File: src/shared/ahs_pkg.sv
// Constants and types for the host sequencer, shadow and device-signal block
package ahs_pkg;
  // ----------------------------------------
  // Register addresses
  // ----------------------------------------
  localparam logic [15:0] AHS_ADDR_SEQ    = 16'hFF96;
  localparam logic [15:0] AHS_ADDR_SH_STATUS = 16'hFF97;
  localparam logic [15:0] AHS_ADDR_SH_ERROR  = 16'hFF98;
  localparam logic [15:0] AHS_ADDR_DEV    = 16'hFF99;
  // ----------------------------------------
  // Sequencer control bits
  // ----------------------------------------
  localparam int AHS_SEQ_PKT_EN  = 7;
  localparam int AHS_SEQ_DRQ_EN  = 6;
  localparam int AHS_SEQ_CMPL_EN = 5;
  localparam int AHS_SEQ_CMPL_ER = 4;
  localparam int AHS_SEQ_SUSP    = 3;
  localparam int AHS_SEQ_REPEAT  = 2;
  localparam logic [7:0] AHS_SEQ_WMASK = 8'hFC;
  // ----------------------------------------
  // Shadow and device-signal bits
  // ----------------------------------------
  localparam int AHS_SH_CHECK    = 0;
  localparam int AHS_SH_ABORT    = 2;
  localparam int AHS_DEV_DIAG_O  = 7;
  localparam int AHS_DEV_DIAG_EN = 6;
  localparam int AHS_DEV_SLV_O   = 5;
  localparam int AHS_DEV_SLV_EN  = 4;
  localparam int AHS_DEV_DIAG_I  = 3;
  localparam int AHS_DEV_SLV_I   = 2;
  localparam int AHS_DEV_HIPRI   = 0;
  // ----------------------------------------
  // Reset values
  // ----------------------------------------
  localparam logic [7:0] AHS_SEQ_RST = 8'h00;
  localparam logic [7:0] AHS_DEV_RST = 8'h00;

  typedef enum logic [2:0] {
    AHS_ST_IDLE,
    AHS_ST_PKT,
    AHS_ST_DRQ,
    AHS_ST_CMPL,
    AHS_ST_RST
  } ahs_seq_state_t;
endpackage : ahs_pkg

File: src/shared/ahs_seq_if.sv
// Link between the register file and the auto sequencer
`timescale 1ns/1ps
interface ahs_seq_if;
  import ahs_pkg::*;
  logic           pkt_en;
  logic           drq_en;
  logic           cmpl_en;
  logic           cmpl_err;
  logic           suspend;
  logic           pkt_end;
  logic           seq_reset;
  logic           alt_wr;
  logic           alt_check;
  logic           drq;
  ahs_seq_state_t state;
  modport ctrl (output pkt_en, drq_en, cmpl_en, cmpl_err, suspend,
                input  pkt_end, seq_reset, alt_wr, alt_check, drq, state);
  modport seq  (input  pkt_en, drq_en, cmpl_en, cmpl_err, suspend,
                output pkt_end, seq_reset, alt_wr, alt_check, drq, state);
endinterface : ahs_seq_if

File: src/verilog/ahs_pin_sync.sv
// Two-stage synchroniser for the diagnostics and slave-present pins
`timescale 1ns/1ps
module ahs_pin_sync (
  input  wire logic       clock,
  input  wire logic       rst_n,
  input  wire logic [1:0] pin_in,
  output logic      [1:0] pin_sync
);
  typedef struct packed {
    logic [1:0] meta;
    logic [1:0] sync;
  } ahs_sync_st_t;

  ahs_sync_st_t q;
  ahs_sync_st_t d;

  // Only the second stage is visible outside
  always_comb begin
    d      = q;
    d.meta = pin_in;
    d.sync = q.meta;
  end

  always_ff @(posedge clock or negedge rst_n) begin
    if (!rst_n) begin
      q <= '0;
    end else begin
      q <= d;
    end
  end

  assign pin_sync = q.sync;
endmodule : ahs_pin_sync

File: src/verilog/ahs_auto_seq.sv
// Auto sequencer: packet reception, data request and completion
`timescale 1ns/1ps
module ahs_auto_seq
  import ahs_pkg::*;
(
  input  wire logic clock,
  input  wire logic rst_n,
  input  wire logic pkt_done,
  input  wire logic xfer_done,
  ahs_seq_if.seq    sq
);
  typedef struct packed {
    ahs_seq_state_t state;
    logic           pkt_end;
    logic           seq_reset;
    logic           alt_wr;
    logic           alt_check;
    logic           drq;
  } ahs_seq_st_t;

  ahs_seq_st_t q;
  ahs_seq_st_t d;

  // ----------------------------------------
  // Next state
  // ----------------------------------------
  always_comb begin
    d           = q;
    d.pkt_end   = 1'b0;
    d.seq_reset = 1'b0;
    d.alt_wr    = 1'b0;
    if (!sq.suspend) begin
      case (q.state)
        // Enables are cleared one cycle after the end pulses, so wait
        AHS_ST_IDLE: begin
          if (!q.pkt_end && !q.seq_reset) begin
            if (sq.pkt_en) begin
              d.state = AHS_ST_PKT;
            end else if (sq.drq_en) begin
              d.state = AHS_ST_DRQ;
            end
          end
        end
        AHS_ST_PKT: begin
          if (pkt_done) begin
            d.pkt_end = 1'b1;
            d.state   = AHS_ST_IDLE;
          end
        end
        AHS_ST_DRQ: begin
          if (xfer_done) begin
            d.state = sq.cmpl_en ? AHS_ST_CMPL : AHS_ST_RST;
          end
        end
        // status write carries the error bit
        AHS_ST_CMPL: begin
          d.alt_wr    = 1'b1;
          d.alt_check = sq.cmpl_err;
          d.state     = AHS_ST_RST;
        end
        AHS_ST_RST: begin
          d.seq_reset = 1'b1;
          d.state     = AHS_ST_IDLE;
        end
        default: begin
          d.state = AHS_ST_IDLE;
        end
      endcase
    end
    d.drq = (d.state == AHS_ST_DRQ);
  end

  always_ff @(posedge clock or negedge rst_n) begin
    if (!rst_n) begin
      q <= '0;
    end else begin
      q <= d;
    end
  end

  assign sq.pkt_end   = q.pkt_end;
  assign sq.seq_reset = q.seq_reset;
  assign sq.alt_wr    = q.alt_wr;
  assign sq.alt_check = q.alt_check;
  assign sq.drq       = q.drq;
  assign sq.state     = q.state;
endmodule : ahs_auto_seq

File: src/verilog/ahs_top.sv
// Host sequencer control, shadow registers and device-signal pins
`timescale 1ns/1ps
module ahs_top
  import ahs_pkg::*;
(
  input  wire logic        clock,
  input  wire logic        rst_n,
  input  wire logic [15:0] addr,
  input  wire logic [7:0]  wr_data,
  input  wire logic        wr_en,
  input  wire logic        rd_en,
  output logic      [7:0]  rd_data,
  input  wire logic        shadow_mode,
  input  wire logic        pkt_done,
  input  wire logic        xfer_done,
  input  wire logic        diag_pin_i,
  output logic             diag_pin_o,
  output logic             diag_pin_oe,
  input  wire logic        slave_pin_i,
  output logic             slave_pin_o,
  output logic             slave_pin_oe,
  output logic             shadow_check,
  output logic             shadow_abort,
  output logic             alt_status_wr,
  output logic             alt_status_check,
  output logic             data_request,
  output logic             host_high_priority
);
  // ----------------------------------------
  // State
  // ----------------------------------------
  typedef struct packed {
    logic [7:0] seq;
    logic       sh_check;
    logic       sh_abort;
    logic       sh_abort_vis;
    logic       diag_o;
    logic       diag_en;
    logic       slv_o;
    logic       slv_en;
    logic       hipri;
    logic [7:0] rd_data;
  } ahs_top_st_t;

  ahs_top_st_t q;
  ahs_top_st_t d;
  logic [1:0]  pins_s;

  ahs_seq_if sq ();

  // ----------------------------------------
  // Helpers
  // ----------------------------------------
  function automatic logic hit(
    input logic [15:0] a,
    input logic [15:0] off
  );
    hit = (a == off);
  endfunction : hit

  function automatic logic sw_sets(
    input logic        we,
    input logic [15:0] a,
    input logic [7:0]  wd,
    input int          pos
  );
    sw_sets = we && hit(a, AHS_ADDR_SEQ) && wd[pos];
  endfunction : sw_sets

  // ----------------------------------------
  // Submodules
  // ----------------------------------------
  // Pins come from the cable, so they are synchronised first
  ahs_pin_sync u_sync (
    .clock    (clock),
    .rst_n    (rst_n),
    .pin_in   ({slave_pin_i, diag_pin_i}),
    .pin_sync (pins_s)
  );

  ahs_auto_seq u_seq (
    .clock     (clock),
    .rst_n     (rst_n),
    .pkt_done  (pkt_done),
    .xfer_done (xfer_done),
    .sq        (sq.seq)
  );

  assign sq.pkt_en   = q.seq[AHS_SEQ_PKT_EN];
  assign sq.drq_en   = q.seq[AHS_SEQ_DRQ_EN];
  assign sq.cmpl_en  = q.seq[AHS_SEQ_CMPL_EN];
  assign sq.cmpl_err = q.seq[AHS_SEQ_CMPL_ER];
  assign sq.suspend  = q.seq[AHS_SEQ_SUSP];

  // ----------------------------------------
  // Register file
  // ----------------------------------------
  always_comb begin
    d         = q;
    d.rd_data = 8'h00;
    if (wr_en) begin
      if (hit(addr, AHS_ADDR_SEQ)) begin
        d.seq = wr_data & AHS_SEQ_WMASK;
      end
      if (hit(addr, AHS_ADDR_SH_STATUS)) begin
        d.sh_check = wr_data[AHS_SH_CHECK];
      end
      if (hit(addr, AHS_ADDR_SH_ERROR)) begin
        d.sh_abort = wr_data[AHS_SH_ABORT];
      end
      // enable bit turns the driver on
      // bits 3 to 1 are not writable
      if (hit(addr, AHS_ADDR_DEV)) begin
        d.diag_o  = wr_data[AHS_DEV_DIAG_O];
        d.diag_en = wr_data[AHS_DEV_DIAG_EN];
        d.slv_o   = wr_data[AHS_DEV_SLV_O];
        d.slv_en  = wr_data[AHS_DEV_SLV_EN];
        d.hipri   = wr_data[AHS_DEV_HIPRI];
      end
    end
    // one extra reception only, a same-cycle write of one wins
    if (sq.pkt_end) begin
      if (!sw_sets(wr_en, addr, wr_data, AHS_SEQ_REPEAT)) begin
        d.seq[AHS_SEQ_REPEAT] = 1'b0;
      end
      if (!sw_sets(wr_en, addr, wr_data, AHS_SEQ_PKT_EN)) begin
        d.seq[AHS_SEQ_PKT_EN] = 1'b0;
      end
    end
    if (sq.seq_reset) begin
      d.seq[AHS_SEQ_PKT_EN] = q.seq[AHS_SEQ_REPEAT]
        | sw_sets(wr_en, addr, wr_data, AHS_SEQ_PKT_EN);
      if (!sw_sets(wr_en, addr, wr_data, AHS_SEQ_DRQ_EN)) begin
        d.seq[AHS_SEQ_DRQ_EN] = 1'b0;
      end
    end
    // host sees abort only in shadow mode
    d.sh_abort_vis = shadow_mode & d.sh_abort;
    if (rd_en) begin
      if (hit(addr, AHS_ADDR_SEQ)) begin
        d.rd_data = q.seq;
      end
      // sampled diagnostics pin on bit 3
      // sampled slave-present pin on bit 2
      if (hit(addr, AHS_ADDR_DEV)) begin
        d.rd_data = {q.diag_o, q.diag_en, q.slv_o, q.slv_en,
                     pins_s[0], pins_s[1], 1'b0, q.hipri};
      end
    end
  end

  // pad enables clear, pins start as inputs
  // shadow images change only by write or reset
  always_ff @(posedge clock or negedge rst_n) begin
    if (!rst_n) begin
      q <= '0;
    end else begin
      q <= d;
    end
  end

  // ----------------------------------------
  // Outputs
  // ----------------------------------------
  assign rd_data            = q.rd_data;
  // driven level follows the output bit
  assign diag_pin_o         = q.diag_o;
  assign diag_pin_oe        = q.diag_en;
  assign slave_pin_o        = q.slv_o;
  assign slave_pin_oe       = q.slv_en;
  assign shadow_check       = q.sh_check;
  assign shadow_abort       = q.sh_abort_vis;
  assign alt_status_wr      = sq.alt_wr;
  assign alt_status_check   = sq.alt_check;
  assign data_request       = sq.drq;
  assign host_high_priority = q.hipri;
endmodule : ahs_top

File: config.mk
export PLATFORM = sky130hd
export DESIGN_NAME = ahs_top
export DESIGN_NICKNAME = d
export VERILOG_FILES = /design/src/shared/ahs_pkg.sv /design/src/shared/ahs_seq_if.sv /design/src/verilog/ahs_pin_sync.sv /design/src/verilog/ahs_auto_seq.sv /design/src/verilog/ahs_top.sv
export SDC_FILE = /design/constraint.sdc
export NUM_CORES = 1
export LEC_CHECK = 0
export BUFFER_PORTS_ARGS = -buffer_cell sky130_fd_sc_hd__buf_4
export CAP_MARGIN = 20
export CORE_ASPECT_RATIO = 1.2
export CORE_UTILIZATION = 40
export CTS_BUF_LIST = sky130_fd_sc_hd__clkbuf_8
export CTS_CLUSTER_SIZE = 14
export DETAILED_ROUTE_END_ITERATION = 7
export GPL_ROUTABILITY_DRIVEN = 0
export GPL_TIMING_DRIVEN = 1
export PLACE_DENSITY = 0.64
export REMOVE_ABC_BUFFERS = 1
export SLEW_MARGIN = 20
export SYNTH_ARGS = -nofsm -noshare
export SYNTH_HDL_FRONTEND = slang
export SYNTH_SLANG_ARGS = --single-unit
File: constraint.sdc
create_clock -name clock -period 3.23 [get_ports clock]
set_input_delay 0.969 -clock clock [delete_from_list [all_inputs] [get_ports clock]]
set_output_delay 0.969 -clock clock [all_outputs]
set_load 0.02 [all_outputs]
==> impl_metrics.env, run 1 <==
export IMPL_run_status="finished, final reports clean"
export IMPL_root_buffer="clkbuf_8"
export IMPL_path_clk_slew_ps=60
export IMPL_cts_buffers=5
export IMPL_yosysTopAreaCellShare=0.5486
export IMPL_hpwl_mm=2.074
export IMPL_worstSetupPathType="primary input to register"
export IMPL_drc_errors=0
export IMPL_finalSetupViolCount=0
export IMPL_worstSetupStartpointType="primary input"
export IMPL_synth_top_area_cell="dfrtp_1"
export IMPL_synth_warnings=0
export IMPL_fin_skew_ps=1.982
export IMPL_finalPower_w=0.0008793
export IMPL_dieHeight_um=69.20
export IMPL_dr_pass1_iters=4
export IMPL_htreeDepth=2
export IMPL_portBuffers=48
export IMPL_wirelength_mm=2.778
export IMPL_arrival_ps=2110
export IMPL_drv_slew=0
export IMPL_viasPerCell=5.173
export IMPL_core_um2=3603
export IMPL_synthTopCellsByArea="dfrtp_1 (55%), mux2_4 (10%), buf_4 (5.0%)"
export IMPL_yosys_most_used_dff="dfrtp_1"
export IMPL_grt_antenna_before_repair=0
export IMPL_row_count=24
export IMPL_post_cts_resized=0
export IMPL_synth_avg_cell_area_um2=13.32
export IMPL_initial_core_util=0.4177
export IMPL_grt_pass1_vias=1014
export IMPL_drt_iter0_markers=18
export IMPL_timing_setup_tns_ps=0
export IMPL_synth_cell_types=36
export IMPL_fmax_mhz=513.3
export IMPL_fin_crit_ps=1948
export IMPL_synth_edf_count=0
export IMPL_post_drt_wl_per_cell_um=14.10
export IMPL_hp_class="register to register"
export IMPL_end_kind="register"
export IMPL_num_vias=1019
export IMPL_io_pins=51
export IMPL_nets=190
export IMPL_fin_util=0.5413
export IMPL_post_cts_buffers=0
export IMPL_area_growth_pct=29.59
export IMPL_cp_required_ps=3400
export IMPL_crit_fanout=5
export IMPL_drive_above_1_share=0.4620
export IMPL_dieWidth_um=58
export IMPL_cts_sink_count=33
export IMPL_diodes=0
export IMPL_cts_tree="done"
export IMPL_ant_nets=0
export IMPL_finalCritPeriodShare=0.6032
export IMPL_final_hold_viol_count=0
export IMPL_drv_cap=0
export IMPL_clkLatencyLatePin_ps=280
export IMPL_cts_hold_buf=0
export IMPL_grt_usage=0.1607
export IMPL_dieArea_um2=4014
export IMPL_worst_slack_ps=1282
export IMPL_synth_seq_area_share=0.5486
export IMPL_yosys_register_bits=33
export IMPL_ir_drop_mv=0.2636
export IMPL_p_per_area_nw_per_um2=450.8
export IMPL_async_flop_share=1.000
export IMPL_overflow=0
export IMPL_grt_pass1_wl_mm=4.795
export IMPL_grt_max_degree=34
export IMPL_syn_area_um2=1505
export IMPL_p_leak_nw=1.041
export IMPL_rsz0062_at_grt="false"
export IMPL_clock_path_buffers=2
export IMPL_dpl_worst_slack_ps=957.9
export IMPL_syn_instance_count=113
## flip-flops by register name (all words and copies together), names as in the netlist
signal and count:
u_sync.d 2, u_seq.sq.seq_reset 1, u_seq.sq.alt_wr 1, diag_pin_o 1
rd_data 7, host_high_priority 1, q 7, u_seq.sq.alt_check 1
u_seq.sq.drq 1, u_sync.pin_sync 2, slave_pin_o 1, slave_pin_oe 1
shadow_abort 1, u_seq.sq.pkt_end 1, diag_pin_oe 1, u_seq.sq.state 3
shadow_check 1
## routing by layer
metal  GRT usage  part of all wire
met1      0.1990              0.42
met2      0.2490              0.49
met3     0.05784             0.069
met4     0.07143             0.018
met5           0                 0
## through the flow
step	hold WS [ps]	instances	area, µm²
2_1_floorplan	331.2	102	1425
3_3_place_gp	332.9	189	1834
3_5_place_dp	335.5	189	1834
4_1_cts	350.3	197	1951
5_1_grt	364.3	197	1951
6_report	349.3	197	1951
## path summary, 6_finish.rpt
kind,startpoint,depth (start not counted),to,slack (ps)
setup / recovery,addr[11],5,host_high_priority,1280
hold / removal,u_sync.d[0],0,u_sync.pin_sync[0],350
setup reg to reg,u_seq.sq.state[0],4,u_seq.sq.drq,1810
hold reg to reg,u_sync.d[0],0,u_sync.pin_sync[0],350
max in group asynchronous,rst_n,1,u_sync.d[0],2320
min in group asynchronous,rst_n,1,rd_data[5],620
## logic make-up after synthesis
kind of cell	Yosys count	share of synthesized area
buffers and inverters	12	0.05569
flip-flops	33	0.5486
AO/OA/AOI/OAI	16	0.08396
AND/OR/NAND/NOR	37	0.1804
other	1	0.002491
multiplexers	14	0.1288
## final cells by class
class / count / area [µm²]
clock buffer: 6 / 82.58
clock inverter: 2 / 33.78
fill: 320 / 1653
inverter: 1 / 3.754
multi-input combinational: 68 / 595.6
sequential: 33 / 825.8
tap: 39 / 48.80
timing repair buffer: 48 / 360.3
## synth_stat cells, types with 2 or more instances
cell       n
o21ai_0    3
mux2_4    10
a221o_1    2
dfrtp_1   33
a21oi_1    2
and2_1     4
nand2_1    6
a22o_1     7
and4b_1    3
nand4b_1   2
mux2_1     2
buf_4     10
nor2_1     5
nor2b_1    2
## report_power, final
| group | switching (W) | internal (W) | total (W) | leakage [nW] |
|---|---|---|---|---|
| logic | 0.0000263 | 0.0000366 | 0.0000628 | 0.528 |
| clock network | 0.000140 | 0.000248 | 0.000388 | 0.0626 |
| registers | 0.00000770 | 0.000421 | 0.000428 | 0.451 |
## critical path: stages
cell     delay (ps)
buf_4            80
nand4_1         160
nor2_1          280
nand3_2         270
mux2_4          360
## cell usage in the layout, fill, tap and decap left out, drive strengths merged, types with 2 or more instances in the layout
cell type	count
a21oi	2
nand2	7
a211oi	2
nand4b	2
a22o	7
nor2b	2
and2	5
nor2	5
and4b	3
nor4	2
buf	48
a221o	2
clkbuf	6
o21ai	3
nand4	2
dfrtp	33
inv	2
nand3	2
mux2	13
Power figures use the tool's default switching activity.
==> run 2, diff against run 1 <==
==> constraint.sdc (replaced) <==
create_clock -name clock -period 1.82 [get_ports clock]
set_input_delay 0.546 -clock clock [delete_from_list [all_inputs] [get_ports clock]]
set_output_delay 0.546 -clock clock [all_outputs]
set_load 0.02 [all_outputs]
==> run 2 against run 1 <==
Net effect:
- clock skew up 2.2 ps
- core utilization unchanged
- sequential share of layout area unchanged
- register-to-register slack lost 1400 ps
- worst hold slack lost 160 ps
- first-iteration DRC count up 28%
- final area did not move
- die area did not move
- largest power group unchanged
==> impl_metrics.env, run 2 (synthesis gave the netlist of run 1 again) <==
export IMPL_run_status="finished, final reports clean"
export IMPL_drv_slew=0
export IMPL_worstSetupStartpointType="primary input"
export IMPL_drt_iter0_markers=23
export IMPL_drc_errors=0
export IMPL_p_leak_nw=1.041
export IMPL_p_per_area_nw_per_um2=805.0
export IMPL_cts_buffers=5
export IMPL_core_um2=3603
export IMPL_cts_tree="done"
export IMPL_ant_nets=0
export IMPL_end_kind="register"
export IMPL_place_inst=189
export IMPL_drive_above_1_share=0.4620
export IMPL_fmax_mhz=656.6
export IMPL_fin_area_um2=1951
export IMPL_post_cts_resized=0
export IMPL_worstSetupPathType="primary input to register"
export IMPL_dieWidth_um=58
export IMPL_placedInstanceArea_um2=1834
export IMPL_area_growth_pct=29.59
export IMPL_cts_sink_count=33
export IMPL_diodes=0
export IMPL_grt_pass1_vias=1034
export IMPL_hpwl_mm=2.095
export IMPL_fin_crit_ps=1523
export IMPL_drv_cap=0
export IMPL_finalSetupViolCount=0
export IMPL_grt_pass1_wl_mm=4.761
export IMPL_cp_required_ps=1990
export IMPL_row_count=24
export IMPL_clock_path_buffers=2
export IMPL_overflow=0
export IMPL_dieArea_um2=4014
export IMPL_finalCritPeriodShare=0.8368
export IMPL_dr_pass1_iters=4
export IMPL_grt_antenna_before_repair=0
export IMPL_cts_hold_buf=0
export IMPL_layoutNonFillerInstCount=197
export IMPL_layout_commonest_cell="buf_4"
export IMPL_clkLatencyLatePin_ps=280
export IMPL_wirelength_mm=2.817
export IMPL_num_vias=1031
export IMPL_post_cts_buffers=0
export IMPL_crit_fanout=5
export IMPL_hp_class="primary input to asynchronous set/reset pin"
export IMPL_grt_usage=0.1600
export IMPL_htreeDepth=2
export IMPL_final_hold_viol_count=0
export IMPL_fin_skew_ps=4.180
export IMPL_rsz0062_at_grt="false"
export IMPL_grt_max_degree=34
export IMPL_layout_common_cells="buf_4 (48), dfrtp_1 (33), mux2_4 (10), a22o_1 (7)"
export IMPL_ir_drop_mv=0.4470
export IMPL_root_buffer="clkbuf_8"
export IMPL_dieHeight_um=69.20
export IMPL_initial_core_util=0.4177
export IMPL_viasPerCell=5.234
export IMPL_portBuffers=48
export IMPL_arrival_ps=1690
export IMPL_post_drt_wl_per_cell_um=14.30
export IMPL_nets=190
export IMPL_io_pins=51
export IMPL_path_clk_slew_ps=70
-- run 2: area by class of cell --
type | count | area, µm²
Fill cell | 322 | 1653
Sequential cell | 33 | 825.8
Multi-Input combinational cell | 68 | 595.6
Timing Repair Buffer | 48 | 360.3
Clock buffer | 6 | 82.58
Tap cell | 39 | 48.80
Clock inverter | 2 | 33.78
Inverter | 1 | 3.754
-- run 2: report_power, final --
part           internal (W)  leakage [nW]  switching, W
clock              0.000440        0.0626      0.000258
combinational     0.0000649         0.528     0.0000472
sequential         0.000746         0.451     0.0000141
-- run 2: per-layer routing --
layer  vias to the layer above  wire, µm  track usage
li1                        488         -            -
met1                       495      1118       0.1881
met2                        43      1441       0.2580
met3                         5       200      0.05224
met4                         0        57      0.07937
met5                         -         0            0
-- run 2: through the flow --
step	hold slack [ps]	utilization	setup TNS (ps)	setup slack, ps	power, W
after detailed placement	334.7	0.5090	-15.76	-10.12	0.0008872
after global placement	332.8	0.5090	0	18.12	0.0008829
final	184.6	0.5413	0	297.1	0.001570
after CTS	198.9	0.5413	0	289.2	0.001591
after global routing	215.5	0.5413	0	232.3	0.001639
after floorplan	250.4	-	0	243.9	0.0008078
-- run 2: worst max-delay path, stage by stage --
cell and delay (ps):
buf_4 80, nand4_1 160, nor2_1 280, nand3_2 270, mux2_4 360
-- run 2: path summary, 6_finish.rpt --
| check | start | endpoint | slack [ps] | depth (start not counted) |
|---|---|---|---|---|
| worst min register to register | u_sync.d[0] | u_sync.pin_sync[0] | 340 | 0 |
| min in group clock | u_sync.d[0] | u_sync.pin_sync[0] | 340 | 0 |
| worst max register to register | u_seq.sq.state[0] | u_seq.sq.drq | 380 | 4 |
| max in group asynchronous | rst_n | rd_data[4] | 1340 | 1 |
| worst max-delay path | addr[11] | host_high_priority | 300 | 5 |
| worst min-delay path | rst_n | rd_data[5] | 180 | 1 |
